$ cat src/pkg/spd_cfg.svh
// Constants of the step pulse input decoder: register map, fields, resets, timing.
// Assumes inclusion by bare name from the design files.
`ifndef SPD_CFG_SVH
`define SPD_CFG_SVH

// ----------------------------------------------------------------------------
// Register byte addresses
// ----------------------------------------------------------------------------
`define SPD_ADDR_CTRL 8'h00
`define SPD_ADDR_STATUS 8'h04
`define SPD_ADDR_STEPS 8'h08
`define SPD_ADDR_FLAGS 8'h0C

// ----------------------------------------------------------------------------
// Field positions
// ----------------------------------------------------------------------------
`define SPD_CTRL_MODE 0
`define SPD_CTRL_PRI_LSB 4
`define SPD_CTRL_SEC_LSB 8
`define SPD_STAT_HOME 16
`define SPD_STAT_WIND 17
`define SPD_STAT_RES 18
`define SPD_STAT_STILL 19
`define SPD_FLAG_SETUP 0
`define SPD_FLAG_OVERLAP 1

// ----------------------------------------------------------------------------
// Reset values
// ----------------------------------------------------------------------------
`define SPD_RST_SETTING 4'h0
`define SPD_RST_WRAP 12'h00A
`define SPD_RST_POS 12'h000

// ----------------------------------------------------------------------------
// Timing
// ----------------------------------------------------------------------------
`define SPD_CLK_MHZ 250
`define SPD_DIR_SETUP_NS 10000
`define SPD_IDLE_CYCLES 1000

`endif

$ cat src/pkg/spd_pkg.sv
// Types shared by the step pulse input decoder files.
// Assumes nothing of its surroundings.
package spd_pkg;

    typedef logic [3:0] spd_setting_t;
    typedef logic [11:0] spd_pos_t;

    typedef enum logic [1:0] {
        SPD_SINGLE = 2'b01,
        SPD_DUAL = 2'b10
    } spd_mode_e;

endpackage

$ cat src/hw/spd_step_decoder.sv
// Step pulse input decoder with excitation position tracking and APB registers.
// Assumes pin inputs are asynchronous photocoupler levels, high meaning ON.
//
// Summary of operation
// - Every pin level is the photocoupler state; high means conducting.
// - Single mode, direction active: pulse falling edge steps once clockwise.
// - Single mode, direction inactive: pulse falling edge steps once counter-clockwise.
// - Dual mode: falling edge on clockwise input steps once clockwise; the decoder takes no step when both inputs fall in one cycle.
// - Dual mode: falling edge on counter-clockwise input steps once counter-clockwise; the decoder takes no step when both inputs fall in one cycle.
// - Winding release active cuts all winding current.
// - Winding release inactive restores winding current.
// - Resolution select picks secondary setting when active, primary otherwise.
// - Home flag is on whenever excitation counter is zero.
// - Excitation counter starts at home after power-up.
// - Home flag recurs every ten full steps, any resolution.
// - Dual mode pulse inputs share the single mode pulse and direction pins.
//
// Implementation choices: the register addresses and the APB slave port.
`timescale 1ns/10ps
`include "spd_cfg.svh"

module spd_step_decoder #(
    parameter int IDLE_CYCLES = `SPD_IDLE_CYCLES
) (
    input wire logic pclk,
    input wire logic presetn,
    input wire logic psel,
    input wire logic penable,
    input wire logic pwrite,
    input wire logic [7:0] paddr,
    input wire logic [31:0] pwdata,
    output logic [31:0] prdata,
    output logic pready,
    output logic pslverr,
    input wire logic pulse_pin_a,
    input wire logic pulse_pin_b,
    input wire logic windings_release,
    input wire logic resolution_select,
    output logic step_cw,
    output logic step_ccw,
    output logic winding_enable,
    output logic standstill_current,
    output logic excitation_home_flag,
    output logic [11:0] excitation_position
);

    localparam int SETUP_CYCLES = (`SPD_DIR_SETUP_NS * `SPD_CLK_MHZ + 999) / 1000;
    localparam logic [11:0] SETUP_MAX = 12'(SETUP_CYCLES);
    localparam logic [15:0] IDLE_MAX = 16'(IDLE_CYCLES);

    function automatic logic addr_hit(input logic [7:0] addr, input logic [7:0] off);
        addr_hit = (addr == off);
    endfunction

    // ------------------------------------------------------------------------
    // Pin synchronisers
    // ------------------------------------------------------------------------
    logic [3:0] pins_in;
    logic [3:0] sync1_ff;
    logic [3:0] sync2_ff;
    logic [3:0] prev_ff;

    assign pins_in = {resolution_select, windings_release, pulse_pin_b, pulse_pin_a};

    genvar gi;
    generate
        for (gi = 0; gi < 4; gi++) begin : g_sync
            always_ff @(posedge pclk or negedge presetn) begin
                if (!presetn) begin
                    sync1_ff[gi] <= 1'b0;
                    sync2_ff[gi] <= 1'b0;
                    prev_ff[gi] <= 1'b0;
                end else begin
                    sync1_ff[gi] <= pins_in[gi];
                    sync2_ff[gi] <= sync1_ff[gi];
                    prev_ff[gi] <= sync2_ff[gi];
                end
            end
        end
    endgenerate

    wire a_level = sync2_ff[0];
    wire b_level = sync2_ff[1];
    wire rel_level = sync2_ff[2];
    wire res_level = sync2_ff[3];
    wire a_fall = prev_ff[0] & ~a_level;
    wire b_fall = prev_ff[1] & ~b_level;
    wire b_edge = prev_ff[1] ^ b_level;

    // ------------------------------------------------------------------------
    // Software registers
    // ------------------------------------------------------------------------
    spd_pkg::spd_mode_e mode_ff;
    spd_pkg::spd_setting_t primary_ff;
    spd_pkg::spd_setting_t secondary_ff;
    logic [31:0] steps_ff;
    logic [1:0] flags_ff;
    logic [31:0] prdata_ff;
    logic pready_ff;
    logic pslverr_ff;

    wire setup_phase = psel & ~penable;
    wire wr_en = psel & penable & pwrite & pready_ff;
    wire hit_ctrl = addr_hit(paddr, `SPD_ADDR_CTRL);
    wire hit_status = addr_hit(paddr, `SPD_ADDR_STATUS);
    wire hit_steps = addr_hit(paddr, `SPD_ADDR_STEPS);
    wire hit_flags = addr_hit(paddr, `SPD_ADDR_FLAGS);
    wire hit_any = hit_ctrl | hit_status | hit_steps | hit_flags;
    wire wr_ctrl = wr_en & hit_ctrl;
    wire wr_steps = wr_en & hit_steps;
    wire wr_flags = wr_en & hit_flags;
    wire dual = (mode_ff == spd_pkg::SPD_DUAL);

    // ------------------------------------------------------------------------
    // Step decode
    // ------------------------------------------------------------------------
    logic cw_req;
    logic ccw_req;
    logic step_any;

    always_comb begin
        if (dual) begin
            cw_req = a_fall & ~b_fall;
            ccw_req = b_fall & ~a_fall;
        end else begin
            cw_req = a_fall & b_level;
            ccw_req = a_fall & ~b_level;
        end
        step_any = cw_req | ccw_req;
    end

    // ------------------------------------------------------------------------
    // Excitation position counter
    // ------------------------------------------------------------------------
    spd_pkg::spd_pos_t wrap_q;
    spd_pkg::spd_pos_t pos_ff;
    spd_pkg::spd_pos_t pos_up;
    spd_pkg::spd_pos_t pos_dn;
    spd_pkg::spd_pos_t nxt_pos;
    spd_pkg::spd_setting_t sel_setting;

    assign sel_setting = res_level ? secondary_ff : primary_ff;

    spd_wrap_rom u_wrap_rom (
        .pclk(pclk),
        .presetn(presetn),
        .setting(sel_setting),
        .wrap_ff(wrap_q)
    );

    wire [11:0] wrap_last = wrap_q - 12'h001;

    assign pos_up = (pos_ff >= wrap_last) ? `SPD_RST_POS : pos_ff + 12'h001;
    assign pos_dn = (pos_ff == `SPD_RST_POS || pos_ff > wrap_last) ?
                    wrap_last : pos_ff - 12'h001;
    assign nxt_pos = cw_req ? pos_up : (ccw_req ? pos_dn : pos_ff);

    always_ff @(posedge pclk or negedge presetn) begin
        if (!presetn) begin
            pos_ff <= `SPD_RST_POS;
        end else begin
            pos_ff <= nxt_pos;
        end
    end

    // ------------------------------------------------------------------------
    // Direction setup and overlap monitors
    // ------------------------------------------------------------------------
    logic [11:0] setup_cnt_ff;
    logic last_dir_ff;
    logic [11:0] nxt_setup_cnt;

    wire setup_met = (setup_cnt_ff >= SETUP_MAX);
    wire timer_clear = dual ? step_any : b_edge;
    wire setup_viol = step_any & ~setup_met & (~dual | (cw_req != last_dir_ff));
    wire overlap = dual & ((a_fall & b_level) | (b_fall & a_level) | (a_fall & b_fall));

    assign nxt_setup_cnt = timer_clear ? 12'h000 :
                           (setup_met ? setup_cnt_ff : setup_cnt_ff + 12'h001);

    always_ff @(posedge pclk or negedge presetn) begin
        if (!presetn) begin
            setup_cnt_ff <= SETUP_MAX;
            last_dir_ff <= 1'b1;
        end else begin
            setup_cnt_ff <= nxt_setup_cnt;
            last_dir_ff <= step_any ? cw_req : last_dir_ff;
        end
    end

    // ------------------------------------------------------------------------
    // Standstill detection
    // ------------------------------------------------------------------------
    logic [15:0] idle_cnt_ff;
    logic [15:0] nxt_idle_cnt;

    wire pulses_idle = ~a_level & (~dual | ~b_level);
    wire idle_done = (idle_cnt_ff >= IDLE_MAX);

    assign nxt_idle_cnt = (!pulses_idle || step_any) ? 16'h0000 :
                          (idle_done ? idle_cnt_ff : idle_cnt_ff + 16'h0001);

    always_ff @(posedge pclk or negedge presetn) begin
        if (!presetn) begin
            idle_cnt_ff <= 16'h0000;
        end else begin
            idle_cnt_ff <= nxt_idle_cnt;
        end
    end

    // ------------------------------------------------------------------------
    // Control register and step total
    // ------------------------------------------------------------------------
    always_ff @(posedge pclk or negedge presetn) begin
        if (!presetn) begin
            mode_ff <= spd_pkg::SPD_SINGLE;
            primary_ff <= `SPD_RST_SETTING;
            secondary_ff <= `SPD_RST_SETTING;
        end else if (wr_ctrl) begin
            mode_ff <= pwdata[`SPD_CTRL_MODE] ? spd_pkg::SPD_DUAL : spd_pkg::SPD_SINGLE;
            primary_ff <= pwdata[`SPD_CTRL_PRI_LSB +: 4];
            secondary_ff <= pwdata[`SPD_CTRL_SEC_LSB +: 4];
        end
    end

    always_ff @(posedge pclk or negedge presetn) begin
        if (!presetn) begin
            steps_ff <= 32'h0000_0000;
        end else if (wr_steps) begin
            steps_ff <= pwdata;
        end else if (cw_req) begin
            steps_ff <= steps_ff + 32'h0000_0001;
        end else if (ccw_req) begin
            steps_ff <= steps_ff - 32'h0000_0001;
        end
    end

    // Sticky flags, write one to clear, a new event wins over the clear
    logic [1:0] flag_set;
    logic [1:0] flag_clr;

    assign flag_set = {overlap, setup_viol};
    assign flag_clr = wr_flags ? pwdata[1:0] : 2'b00;

    always_ff @(posedge pclk or negedge presetn) begin
        if (!presetn) begin
            flags_ff <= 2'b00;
        end else begin
            flags_ff <= flag_set | (flags_ff & ~flag_clr);
        end
    end

    // ------------------------------------------------------------------------
    // Pin outputs
    // ------------------------------------------------------------------------
    logic step_cw_ff;
    logic step_ccw_ff;
    logic wind_en_ff;
    logic still_ff;
    logic home_ff;

    always_ff @(posedge pclk or negedge presetn) begin
        if (!presetn) begin
            step_cw_ff <= 1'b0;
            step_ccw_ff <= 1'b0;
            wind_en_ff <= 1'b1;
            still_ff <= 1'b0;
            home_ff <= 1'b1;
        end else begin
            step_cw_ff <= cw_req;
            step_ccw_ff <= ccw_req;
            wind_en_ff <= ~rel_level;
            still_ff <= idle_done;
            home_ff <= (nxt_pos == `SPD_RST_POS);
        end
    end

    // ------------------------------------------------------------------------
    // APB read path
    // ------------------------------------------------------------------------
    logic [31:0] ctrl_word;
    logic [31:0] status_word;
    logic [31:0] rd_mux;

    always_comb begin
        ctrl_word = 32'h0000_0000;
        ctrl_word[`SPD_CTRL_MODE] = dual;
        ctrl_word[`SPD_CTRL_PRI_LSB +: 4] = primary_ff;
        ctrl_word[`SPD_CTRL_SEC_LSB +: 4] = secondary_ff;
        status_word = 32'h0000_0000;
        status_word[11:0] = pos_ff;
        status_word[`SPD_STAT_HOME] = home_ff;
        status_word[`SPD_STAT_WIND] = wind_en_ff;
        status_word[`SPD_STAT_RES] = res_level;
        status_word[`SPD_STAT_STILL] = still_ff;
    end

    assign rd_mux = hit_ctrl ? ctrl_word :
                    hit_status ? status_word :
                    hit_steps ? steps_ff :
                    hit_flags ? {30'h0000_0000, flags_ff} : 32'h0000_0000;

    always_ff @(posedge pclk or negedge presetn) begin
        if (!presetn) begin
            pready_ff <= 1'b0;
            pslverr_ff <= 1'b0;
            prdata_ff <= 32'h0000_0000;
        end else begin
            pready_ff <= setup_phase;
            pslverr_ff <= setup_phase & ~hit_any;
            prdata_ff <= (setup_phase & ~pwrite) ? rd_mux : 32'h0000_0000;
        end
    end

    assign prdata = prdata_ff;
    assign pready = pready_ff;
    assign pslverr = pslverr_ff;
    assign step_cw = step_cw_ff;
    assign step_ccw = step_ccw_ff;
    assign winding_enable = wind_en_ff;
    assign standstill_current = still_ff;
    assign excitation_home_flag = home_ff;
    assign excitation_position = pos_ff;

endmodule

$ cat src/hw/spd_wrap_rom.sv
// Lookup of the microstep count spanning ten full steps per resolution setting.
// Assumes pclk domain; read data come out of a register, one cycle late.
`timescale 1ns/10ps
`include "spd_cfg.svh"

module spd_wrap_rom (
    input wire logic pclk,
    input wire logic presetn,
    input wire spd_pkg::spd_setting_t setting,
    output spd_pkg::spd_pos_t wrap_ff
);

    spd_pkg::spd_pos_t nxt_wrap;

    // ------------------------------------------------------------------------
    // Ten full steps times divisions
    // ------------------------------------------------------------------------
    always_comb begin
        unique case (setting)
            4'h0: nxt_wrap = 12'h00A;
            4'h1: nxt_wrap = 12'h014;
            4'h2: nxt_wrap = 12'h019;
            4'h3: nxt_wrap = 12'h028;
            4'h4: nxt_wrap = 12'h032;
            4'h5: nxt_wrap = 12'h050;
            4'h6: nxt_wrap = 12'h064;
            4'h7: nxt_wrap = 12'h0C8;
            4'h8: nxt_wrap = 12'h0FA;
            4'h9: nxt_wrap = 12'h190;
            4'hA: nxt_wrap = 12'h1F4;
            4'hB: nxt_wrap = 12'h320;
            4'hC: nxt_wrap = 12'h3E8;
            4'hD: nxt_wrap = 12'h4E2;
            4'hE: nxt_wrap = 12'h7D0;
            4'hF: nxt_wrap = 12'h9C4;
        endcase
    end

    always_ff @(posedge pclk or negedge presetn) begin
        if (!presetn) begin
            wrap_ff <= `SPD_RST_WRAP;
        end else begin
            wrap_ff <= nxt_wrap;
        end
    end

endmodule

$ cat config.mk
export PLATFORM = sky130hd
export DESIGN_NAME = spd_step_decoder
export DESIGN_NICKNAME = d
export VERILOG_FILES = /design/src/pkg/spd_pkg.sv /design/src/hw/spd_step_decoder.sv /design/src/hw/spd_wrap_rom.sv
export VERILOG_INCLUDE_DIRS = /design/src /design/src/pkg
export SDC_FILE = /design/constraint.sdc
export NUM_CORES = 1
export LEC_CHECK = 0
export ABC_CLOCK_PERIOD_IN_PS = 5800
export BUFFER_PORTS_ARGS = -buffer_cell sky130_fd_sc_hd__clkbuf_2
export CAP_MARGIN = 0
export CORE_MARGIN = 2
export CORE_UTILIZATION = 45
export CTS_CLUSTER_DIAMETER = 200
export DETAILED_ROUTE_END_ITERATION = 10
export PLACE_DENSITY = 0.68
export SLEW_MARGIN = 20
export SYNTH_ARGS = -nofsm -noshare
export SYNTH_HDL_FRONTEND = slang
export SYNTH_SLANG_ARGS = --single-unit
$ cat constraint.sdc
create_clock -name pclk -period 5.8 [get_ports pclk]
set_clock_uncertainty 0.15 [all_clocks]
set_input_delay 0.87 -clock pclk [delete_from_list [all_inputs] [get_ports pclk]]
set_output_delay 0.87 -clock pclk [all_outputs]
set_load 0.01 [all_outputs]
Word level (Yosys, flattened, before mapping)
Memory sizes are Yosys's and may differ from the RTL's. A register that Yosys moved wholly into a read port is not among the register bits.
Cells that the tools add are included.

word-level totals
  flip-flop bits (word level) = 134
  memory bits (read-only) = 192
  bits of input ports = 49
  output and inout port bits = 51
  memories kept = 1

memories
  memory           words  bits a word  rd ports  clocked after memory_dff  write ports  RTL line            RTL
  (no name shown)  16     12           1         1                         0            spd_wrap_rom.sv:19  unique case (setting)

operators by class
  $add $sub $neg = 7
  order comparisons = 4
  equality and inequality tests = 7
  muxes and demuxes = 22
  bitwise gates (word level) = 43
  reduce and logical (&&, ||, !) cells = 8

operators with widths
  kind                   count
  $mux 32                7
  $mux 12                6
  $add 32x1->32 const B  1
  $mux 16                2
  $sub 32x1->32 const B  1
  $add 12x1->12 const B  2
  $logic_not 12->1       2
  $sub 12x1->12 const B  2
  $and 1x1->1            21
  $add 16x1->16 const B  1
  $eq 8x4->1 const B     2
  $ge 16x10->1 const B   1
  $ge 12x12->1           1
  $ge 12x12->1 const B   1
  $gt 12x12->1           1
  $not 1->1              10
  $eq 8x3->1 const B     1
  $logic_not 8->1        1
  $or 1x1->1             8
  $mux 2                 3
  $mux 4                 1
  $ne 2x1->1 const B     2
  $mux 1                 3
  $reduce_bool 3->1      1
  8 further kinds        10

Depth between registers and ports, before layout
Gate-level depths: netlist of the first run.

  depth in word-level cells = 9
  depth in mapped cells = 18

Cells and area by module
Synthesis of the first run repeated with hierarchy kept, for this count alone.

unflattened totals
  cells, all modules = 911
  area, all modules = 8582.0 µm²

by module, submodules not included
  module            times used  cells each  area each (µm²)  seq. area each (µm²)
  spd_step_decoder  1           862         7982.7           3364.5
  spd_wrap_rom      1           49          599.3            302.8

Worst setup path before layout of the first run
Ideal clock, no wire load.

  kind = register -> register
  start = register mode_ff[0]
  end = register steps_ff[31]
  arrival = 4.167 ns
  slack = 1.401 ns
  stages on the path, launching flop included = 15
  cells stage by stage = dfstp_2 > nor2b_1 > buf_2 > o211ai_2 > ha_1 > a211o_1 > o2111ai_1 > o221ai_1 > o211ai_1 > o22ai_2 > a2111oi_0 > o31ai_1 > xnor2_1 > or3_1 > a31oi_1

on the way
  cells in the longest elaborated chain, start to end = 4
  elaborated cells on any way between the ends = 6
  those cells by class = eq/ne: 1; mux: 4; reduce/logical: 1

RTL lines
  item                    RTL line                 RTL
  from (decl)             spd_step_decoder.sv:93   spd_pkg::spd_mode_e mode_ff;
  from (signal assigned)  spd_step_decoder.sv:216  mode_ff <= spd_pkg::SPD_SINGLE;
  from (signal assigned)  spd_step_decoder.sv:220  mode_ff <= pwdata[`SPD_CTRL_MODE] ? spd_pkg::SPD_DUAL : spd_pkg::SPD_SINGLE;
  $eq 2x2->1 *            spd_step_decoder.sv:112  wire dual = (mode_ff == spd_pkg::SPD_DUAL);
  $mux 1                  spd_step_decoder.sv:122  if (dual) begin
  $mux 32                 spd_step_decoder.sv:231  end else if (cw_req) begin
  $mux 32                 spd_step_decoder.sv:229  end else if (wr_steps) begin
  to (signal assigned)    spd_step_decoder.sv:230  steps_ff <= pwdata;
  to (signal assigned)    spd_step_decoder.sv:232  steps_ff <= steps_ff + 32'h0000_0001;
  to (signal assigned)    spd_step_decoder.sv:234  steps_ff <= steps_ff - 32'h0000_0001;
  to (decl)               spd_step_decoder.sv:96   logic [31:0] steps_ff;

Mark *: on every way between the ends. The rest lies on a longest branch, timed or not.
A chain may end at the register's enable or synchronous reset.

Final worst setup path of the first run
  start = register u_wrap_rom.wrap_ff[4]
  end = register home_ff, in the netlist excitation_home_flag

on the way
  cells in the longest elaborated chain, start to end = 7
  elaborated cells on any way between the ends = 9
  those cells by class = add/sub: 1; order compare: 2; mux: 4; reduce/logical: 2

RTL lines
  item                                 RTL line                 RTL
  from (decl)                          spd_wrap_rom.sv:10       output spd_pkg::spd_pos_t wrap_ff
  $sub 12x1->12 *                      spd_step_decoder.sv:151  wire [11:0] wrap_last = wrap_q - 12'h001;
  $gt 12x12->1                         spd_step_decoder.sv:154  assign pos_dn = (pos_ff == `SPD_RST_POS || pos_ff > wrap_last) ?
  $logic_or 1x1->1                     spd_step_decoder.sv:154
  $mux 12                              spd_step_decoder.sv:154
  $mux 12                              spd_step_decoder.sv:156  assign nxt_pos = cw_req ? pos_up : (ccw_req ? pos_dn : pos_ff);
  $mux 12 *                            spd_step_decoder.sv:156
  named net nxt_pos[8]                 spd_step_decoder.sv:139  spd_pkg::spd_pos_t nxt_pos;
  $logic_not 12->1 (no source line) *  -
  to (signal assigned)                 spd_step_decoder.sv:274  home_ff <= (nxt_pos == `SPD_RST_POS);
  to (decl)                            spd_step_decoder.sv:260  logic home_ff;

Mark *: on every way through the listed nets, which the timed path passes. The rest lies on a longest branch.

==> impl_metrics.yaml, run 1 <==
run_status:
  outcome: "finished, final reports clean"
clocking:
  cts_made_buffers: 17
  clk_path_buf_depth: 2
  clock-sinks: 146
  cts_tree: "built"
  cts_resized: 0
  cts_hold_buf: 0
  htreeDepth: 4
  clk_latency_ns: 0.43
  post_cts_buffers: 0
  clk_pin_slew_ns: 0.06
  cts_root_buf: "clkbuf_16"
cells_and_area:
  stdcell_area_um2: 10100
  final_layout_size_suffix_gt1_share_pct: 18.5
  regArea_um2: 3670
  multi_input_area_um2: 4760
  fillers: 1772
  antennaDiodeCount: 0
  fin_util_pct: 53.3
  area_delta_synth_final_pct: 15.2
  nets: 1137
  final_cells: 1304
floorplan:
  fp.dieW_um: 143
  start_util_pct: 46.2
  die_h_um: 143
  rows: 50
  die-area_um2: 20500
  core_area_um2: 18900
  ioPinCount: 100
route:
  vias_per_cell: 5.60
  routedWlPerCell_um: 16.8
  final_antenna_net_count: 0
  drt_wl_total_um: 22000
  drtIter0Drc: 569
  drcViolationCount: 0
  drt-pass1-iter-count: 5
  vias: 7307
worst_hold_path:
  hold-path-endpoint: "rel_level"
  holdCritStartpoint: "sync1_ff[2]"
  holdCritPathClass: "flop to flop"
  hold_path_depth: 0
place:
  dp.cells: 1272
  numPortBuffers: 99
  post-place-ws_ns: 1.10
  dp_hpwl_um: 15600
  gp_congestion: 0.881
  dpl_cell_area_um2: 9440
timing:
  setup-tns-final_ns: 0
  slew_viol_final: 0
  fin_crit_sh_pct: 81.1
  rsz0062_at_grt: "no"
  finalWorstSetupSlack_ns: 1.09
  fin_crit_ns: 4.71
  max_freq_mhz: 213
  worstMarginPinSlew_ns: 0.912
  hold_viol: 0
  slew_headroom_pct: 39.0
  finalSetupViolations: 0
synth:
  yosys_warnings: 0
  ys_ff_latch: 146
  synth_nets: 1051
  synth_flop_cell: "dfrtp_1"
  synth_top_cell_by_area: "dfrtp_1"
  synth_cells: 945
  synth_top_area_share_pct: 38.7
  ys_async_sr_fraction_pct: 100
  synth.cell_area_um2: 8740
  synth_edf_count: 0
  yosysUniqueCellTypes: 74
  synth_area_leaders: "dfrtp_1 (39%), ha_1 (8.0%), a21oi_1 (5.0%)"
  yosysSeqAreaShare_pct: 42.0
  syn_avg_cell_area_um2: 9.25
pwr:
  power.internal_mw: 2.72
  p_comb_share_pct: 42.7
  pwr-share-clk_pct: 25.5
  peakVddDrop_v: 0.000257
  seq_power_share_pct: 31.8
  p_sw_mw: 1.73
  p_leak_nw: 4.83
  switching_share_pct: 38.9
  powerDensity_nw_per_um2: 443
critical_path:
  r2r_cells: 15
  arrival_ns: 4.89
  cp_max_fo: 21
  crit_chain: "nor4_1 > nand2_1 > nor4_1 > xnor2_1 > ha_1 > a21o_1 > a21o_1 > a21oi_1 > inv_1 > o31ai_1 > and2_4 > nor3_1 > or3_1 > or4_1 > nor4_2"
  start_kind: "flop"
  critPathKind: "flop to flop"
  rr_endpoint: "excitation_home_flag"
  cp_data_required_time_ns: 5.99
  regToRegSetupSlack_ns: 1.09
  slowest_delay_ns: 0.62
  cp-end-kind: "flop"
  slowest_stage: "nor4_1"
  r2r_start: "u_wrap_rom.wrap_ff[4]"
global_routing:
  antenna_found_initial: 0
  grt_pass1_wl_um: 35200
  grtUsageTotal_pct: 22.1
  grt_use_met2_pct: 33.4
  grt_use_met1_pct: 30.6
  first_global_vias: 6790
  grt_start_max_net_pins: 97
  overflow: 0
  use_met3_pct: 5.10
  busiest_layer: "met2"
job:
  maxCapViolations: 0
==> layout make-up <==
class	instances	area share (%)
clock inverter	12	1.57
sequential	146	36.5
tap	260	3.23
multi-input combinational	720	47.3
timing repair buffer	107	5.58
inverter	39	1.46
clock buffer	20	4.44
==> worst max-delay path, delay by kind of cell (launching register included) <==
| family | cells | cell delay (ns) |
|---|---|---|
| flops | 1 | 0.41 |
| xor+xnor | 1 | 0.21 |
| buf+inv | 1 | 0.07 |
| compound gates | 4 | 0.85 |
| fa+ha+maj | 1 | 0.29 |
| simple gates | 8 | 2.64 |
==> cell usage after synthesis (3+ instances only) <==
master and instances:
dfrtp_1 135, nor2_1 96, a21oi_1 88, nand2_1 80
ha_1 56, o21ai_0 51, xnor2_1 40, and3_1 39
inv_1 37, clkbuf_1 29, xor2_1 28, nor3_1 27
a21o_1 25, nand3_1 18, mux2_2 17, dfstp_2 11
mux2i_1 10, nand4_1 10, nor4_1 10, a22oi_1 9
nor2b_1 9, o31ai_1 9, or3_1 9, a31oi_1 7
nand2b_1 6, a211oi_1 5, o211ai_1 5, o221ai_1 5
o21a_1 4, a221oi_1 3, and2_1 3, and3_2 3
and4_1 3, buf_2 3, nor3b_1 3, or4_1 3
==> power groups by stage <==
stage | combinational [mW] | sequential (mW) | clock [mW]
3_5_place_dp | 1.86 | 1.43 | 0
5_1_grt | 2.14 | 1.44 | 1.20
6_report | 1.90 | 1.42 | 1.13
4_1_cts | 1.89 | 1.41 | 1.16
2_1_floorplan | 1.58 | 1.33 | 0
3_3_place_gp | 1.84 | 1.43 | 0
==> metrics by stage <==
step           hold slack, ns  total power [mW]
6_report                0.200              4.46
5_1_grt                 0.204              4.77
4_1_cts                 0.201              4.46
3_5_place_dp            0.187              3.29
3_3_place_gp            0.186              3.27
2_1_floorplan           0.181              2.91
==> sequential cells by signal, summed over array words and instances (netlist names), 2 cells and up <==
| register | flops |
|---|---|
| prev_ff | 2 |
| mode_ff | 2 |
| steps_ff | 32 |
| primary_ff | 4 |
| excitation_position | 12 |
| prdata | 32 |
| setup_cnt_ff | 12 |
| idle_cnt_ff | 16 |
| secondary_ff | 4 |
| flags_ff | 2 |
| u_wrap_rom.wrap_ff | 12 |
| sync1_ff | 4 |
==> layout by cell type, fill, tap and decap left out, types with 6 or more instances in the layout <==
| cell | Yosys | final |
|---|---|---|
| buf_4 | 2 | 8 |
| or3_1 | 9 | 9 |
| a21oi_1 | 88 | 88 |
| o31ai_1 | 9 | 8 |
| dfrtp_1 | 135 | 135 |
| o21ai_0 | 51 | 51 |
| mux2i_1 | 10 | 9 |
| and3_1 | 39 | 39 |
| nand2b_1 | 6 | 6 |
| nor2b_1 | 9 | 9 |
| a21o_1 | 25 | 25 |
| dfstp_2 | 11 | 11 |
| nand2_1 | 80 | 79 |
| a22oi_1 | 9 | 9 |
| inv_1 | 37 | 37 |
| nand3_1 | 18 | 18 |
| xnor2_1 | 40 | 39 |
| nor4_1 | 10 | 9 |
| clkbuf_16 | 0 | 17 |
| mux2_2 | 17 | 17 |
| ha_1 | 56 | 56 |
| nor3_1 | 27 | 27 |
| nor2_1 | 96 | 96 |
| a31oi_1 | 7 | 7 |
| nand4_1 | 10 | 10 |
| xor2_1 | 28 | 27 |
| clkbuf_2 | 0 | 98 |
==> how the worst max path moves through the flow <==
stage / from / endpoint / slack [ns] / depth (start not counted)
2_1_floorplan: mode_ff[0] / steps_ff[31] / 1.40 / 14
3_3_place_gp: mode_ff[0] / steps_ff[31] / 1.16 / 14
3_5_place_dp: mode_ff[0] / steps_ff[31] / 1.10 / 14
4_1_cts: mode_ff[0] / steps_ff[31] / 1.05 / 14
5_1_grt: u_wrap_rom.wrap_ff[4] / excitation_home_flag / 0.69 / 15
6_report: u_wrap_rom.wrap_ff[4] / excitation_home_flag / 1.09 / 15
==> kinds of logic (layout without fill, tap and decap cells) <==
group           Yosys count  in the layout  synth area share [%]
flops                   146            146                  42.0
fa+ha+maj                57             57                  8.25
compound gates          235            235                  16.8
mux                      27             27                  3.34
simple gates            333            333                  18.8
xor+xnor                 68             68                  6.82
buf+inv                  79            178                  4.07
==> per-layer routing <==
layer	share of wire [%]	vias to the layer above
li1	-	3540
met5	0	-
met1	46	3471
met3	6.7	41
met4	2.9	0
met2	44	255
(Power assumes the default switching activity.)
==> run 2: changes to the inputs <==
--- a/config.mk
+++ b/config.mk
@@ -6,14 +6,14 @@
 export SDC_FILE = /design/constraint.sdc
 export NUM_CORES = 1
 export LEC_CHECK = 0
-export ABC_CLOCK_PERIOD_IN_PS = 5800
+export ABC_CLOCK_PERIOD_IN_PS = 4100
 export BUFFER_PORTS_ARGS = -buffer_cell sky130_fd_sc_hd__clkbuf_2
 export CAP_MARGIN = 0
 export CORE_MARGIN = 2
 export CORE_UTILIZATION = 45
 export CTS_CLUSTER_DIAMETER = 200
 export DETAILED_ROUTE_END_ITERATION = 10
-export PLACE_DENSITY = 0.68
+export PLACE_DENSITY = 0.71
 export SLEW_MARGIN = 20
 export SYNTH_ARGS = -nofsm -noshare
 export SYNTH_HDL_FRONTEND = slang
==> constraint.sdc (replaced) <==
create_clock -name pclk -period 4.1 [get_ports pclk]
set_clock_uncertainty 0.15 [all_clocks]
set_input_delay 0.615 -clock pclk [delete_from_list [all_inputs] [get_ports pclk]]
set_output_delay 0.615 -clock pclk [all_outputs]
set_load 0.01 [all_outputs]
==> run 2 against run 1 <==
The run now ends with negative setup slack left. Hold slack got worse by 0.094 ns. Register-to-register slack lost 1.1 ns. Via count is 4.6% higher. Wire length is 6.1% higher. Die area unchanged. Fmax increased by 14%. Count of clock-buffer cells in the layout up 1. Final cell count increased by 3.8%. Sequential power is 36% higher. Critical endpoint unchanged. Clock power grew 43%. Global-route usage up 0.13 points. Power grew 56%. Largest cell class unchanged.
==> impl_metrics.yaml, run 2 (synthesis gave the netlist of run 1 again) <==
timing:
  setup-tns-final_ns: -0.0138
  worstMarginPinSlew_ns: 1.01
  slew_viol_final: 0
  slew_headroom_pct: 30.6
  fin_crit_ns: 4.11
  fin_crit_sh_pct: 100
  hold-worst-slack_ns: 0.105
  max_freq_mhz: 243
  hold_viol: 0
  finalSetupViolations: 1
  finalWorstSetupSlack_ns: -0.0138
  rsz0062_at_grt: "yes"
global_routing:
  antenna_found_initial: 0
  first_global_vias: 7065
  grt_start_max_net_pins: 94
  overflow: 0
  grtUsageTotal_pct: 22.2
  grt_pass1_wl_um: 35700
place:
  dpl_cell_area_um2: 9660
  dp_hpwl_um: 16000
  post-place-ws_ns: 0.0209
  gp_congestion: 0.886
  numPortBuffers: 99
clocking:
  cts_made_buffers: 17
  clk_pin_slew_ns: 0.06
  clk_latency_ns: 0.44
  clock-sinks: 146
  cts_root_buf: "clkbuf_16"
  clk_path_buf_depth: 2
  cts_tree: "built"
  htreeDepth: 4
worst_hold_path:
  holdCritPathClass: "input port to async pin"
critical_path:
  slowest_stage: "or4_4"
  regToRegSetupSlack_ns: -0.01
  arrival_ns: 4.30
  start_kind: "flop"
  cp_max_fo: 6
  worst-path-buf-inv: 3
  r2r_cells: 18
  cp-end-kind: "flop"
  path_delay_family: "simple AND/OR/NAND/NOR gates"
  r2r_start: "u_wrap_rom.wrap_ff[5]"
  cp_data_required_time_ns: 4.29
  critPathKind: "flop to flop"
  crit_chain: "nor4_2 > buf_4 > nand2_4 > nor4_4 > xnor2_1 > ha_1 > a21o_1 > a21o_1 > a21oi_2 > a21oi_2 > o31ai_4 > and2_4 > buf_8 > buf_6 > a221oi_4 > o31ai_2 > or4_4 > nor4_2"
  rr_endpoint: "excitation_home_flag"
  slowest_delay_ns: 0.54
route:
  final_antenna_net_count: 0
  drcViolationCount: 0
  routedWlPerCell_um: 17.2
  vias: 7641
  vias_per_cell: 5.65
  drt_wl_total_um: 23300
  drt-pass1-iter-count: 5
  drtIter0Drc: 680
pwr:
  p_leak_nw: 5.12
  peakVddDrop_v: 0.000385
  powerDensity_nw_per_um2: 655
cells_and_area:
  nets: 1186
  final_layout_size_suffix_gt1_share_pct: 23.7
  area_delta_synth_final_pct: 21.6
  final_cell_mix: "dfrtp_1 (135), clkbuf_2 (98), nor2_1 (96)"
  fin_util_pct: 56.2
  fillers: 1691
  final_common_cell: "dfrtp_1"
  antennaDiodeCount: 0
  stdcell_area_um2: 10600
floorplan:
  die-area_um2: 20500
  fp.dieW_um: 143
  core_area_um2: 18900
  rows: 50
  start_util_pct: 46.2
  ioPinCount: 100
  die_h_um: 143
run_status:
  outcome: "complete, but fails checks"
  violations: "negative setup slack"
job:
  maxCapViolations: 0
## run 2: changes by cell type in the layout (fill, tap and decap cells not counted), sizes merged
| cell | before | now |
|---|---|---|
| clkinv | 6 | 7 |
| and2 | 4 | 5 |
| o211ai | 6 | 7 |
| inv | 39 | 40 |
| clkinvlp | 3 | 0 |
| buf | 9 | 56 |
| clkbuf | 118 | 119 |
## run 2: through the flow
step                power, mW  cells
CTS                      6.42   1330
global route             7.38   1353
detailed placement       4.77   1298
global placement         4.72   1298
finish                   6.96   1353
floorplan                4.12    945
## run 2: worst max path at each step
stage                          startpoint              endpoint  depth (start not counted)
floorplan                      mode_ff[0]          steps_ff[31]                         14
global placement    u_wrap_rom.wrap_ff[4]  excitation_home_flag                         16
detailed placement  u_wrap_rom.wrap_ff[4]  excitation_home_flag                         16
CTS                            mode_ff[0]          steps_ff[31]                         16
global route        u_wrap_rom.wrap_ff[5]  excitation_home_flag                         18
finish              u_wrap_rom.wrap_ff[5]  excitation_home_flag                         18
## run 2: layer usage
layer  wire (um)  global-route usage, %  up-vias
li1            -                      -     3645
met1       10700                   31.0     3671
met2       10600                   34.3      267
met3        1290                   3.97       58
met4         695                   9.29        0
met5           0                      0        -
## run 2: final cells by class
type | count | area (um^2) | area share [%]
inverter | 39 | 146 | 1.38
clock buffer | 21 | 460 | 4.33
timing repair buffer | 154 | 946 | 8.90
sequential | 146 | 3670 | 34.5
tap | 260 | 325 | 3.06
multi-input combinational | 722 | 4930 | 46.4
clock inverter | 11 | 153 | 1.44
## run 2: where the power goes
part	internal [mW]	switching [mW]	total (mW)
Sequential	1.67	0.261	1.93
Combinational	1.61	1.80	3.41
Clock	0.994	0.627	1.62
## run 2: timing repair
action	in CTS	in global routing
pin swaps	0	21
gates resized for setup	1	37
buffers inserted	0	21
endpoints found under the setup margin	1	5
hold buffers	0	0
cloned	0	2
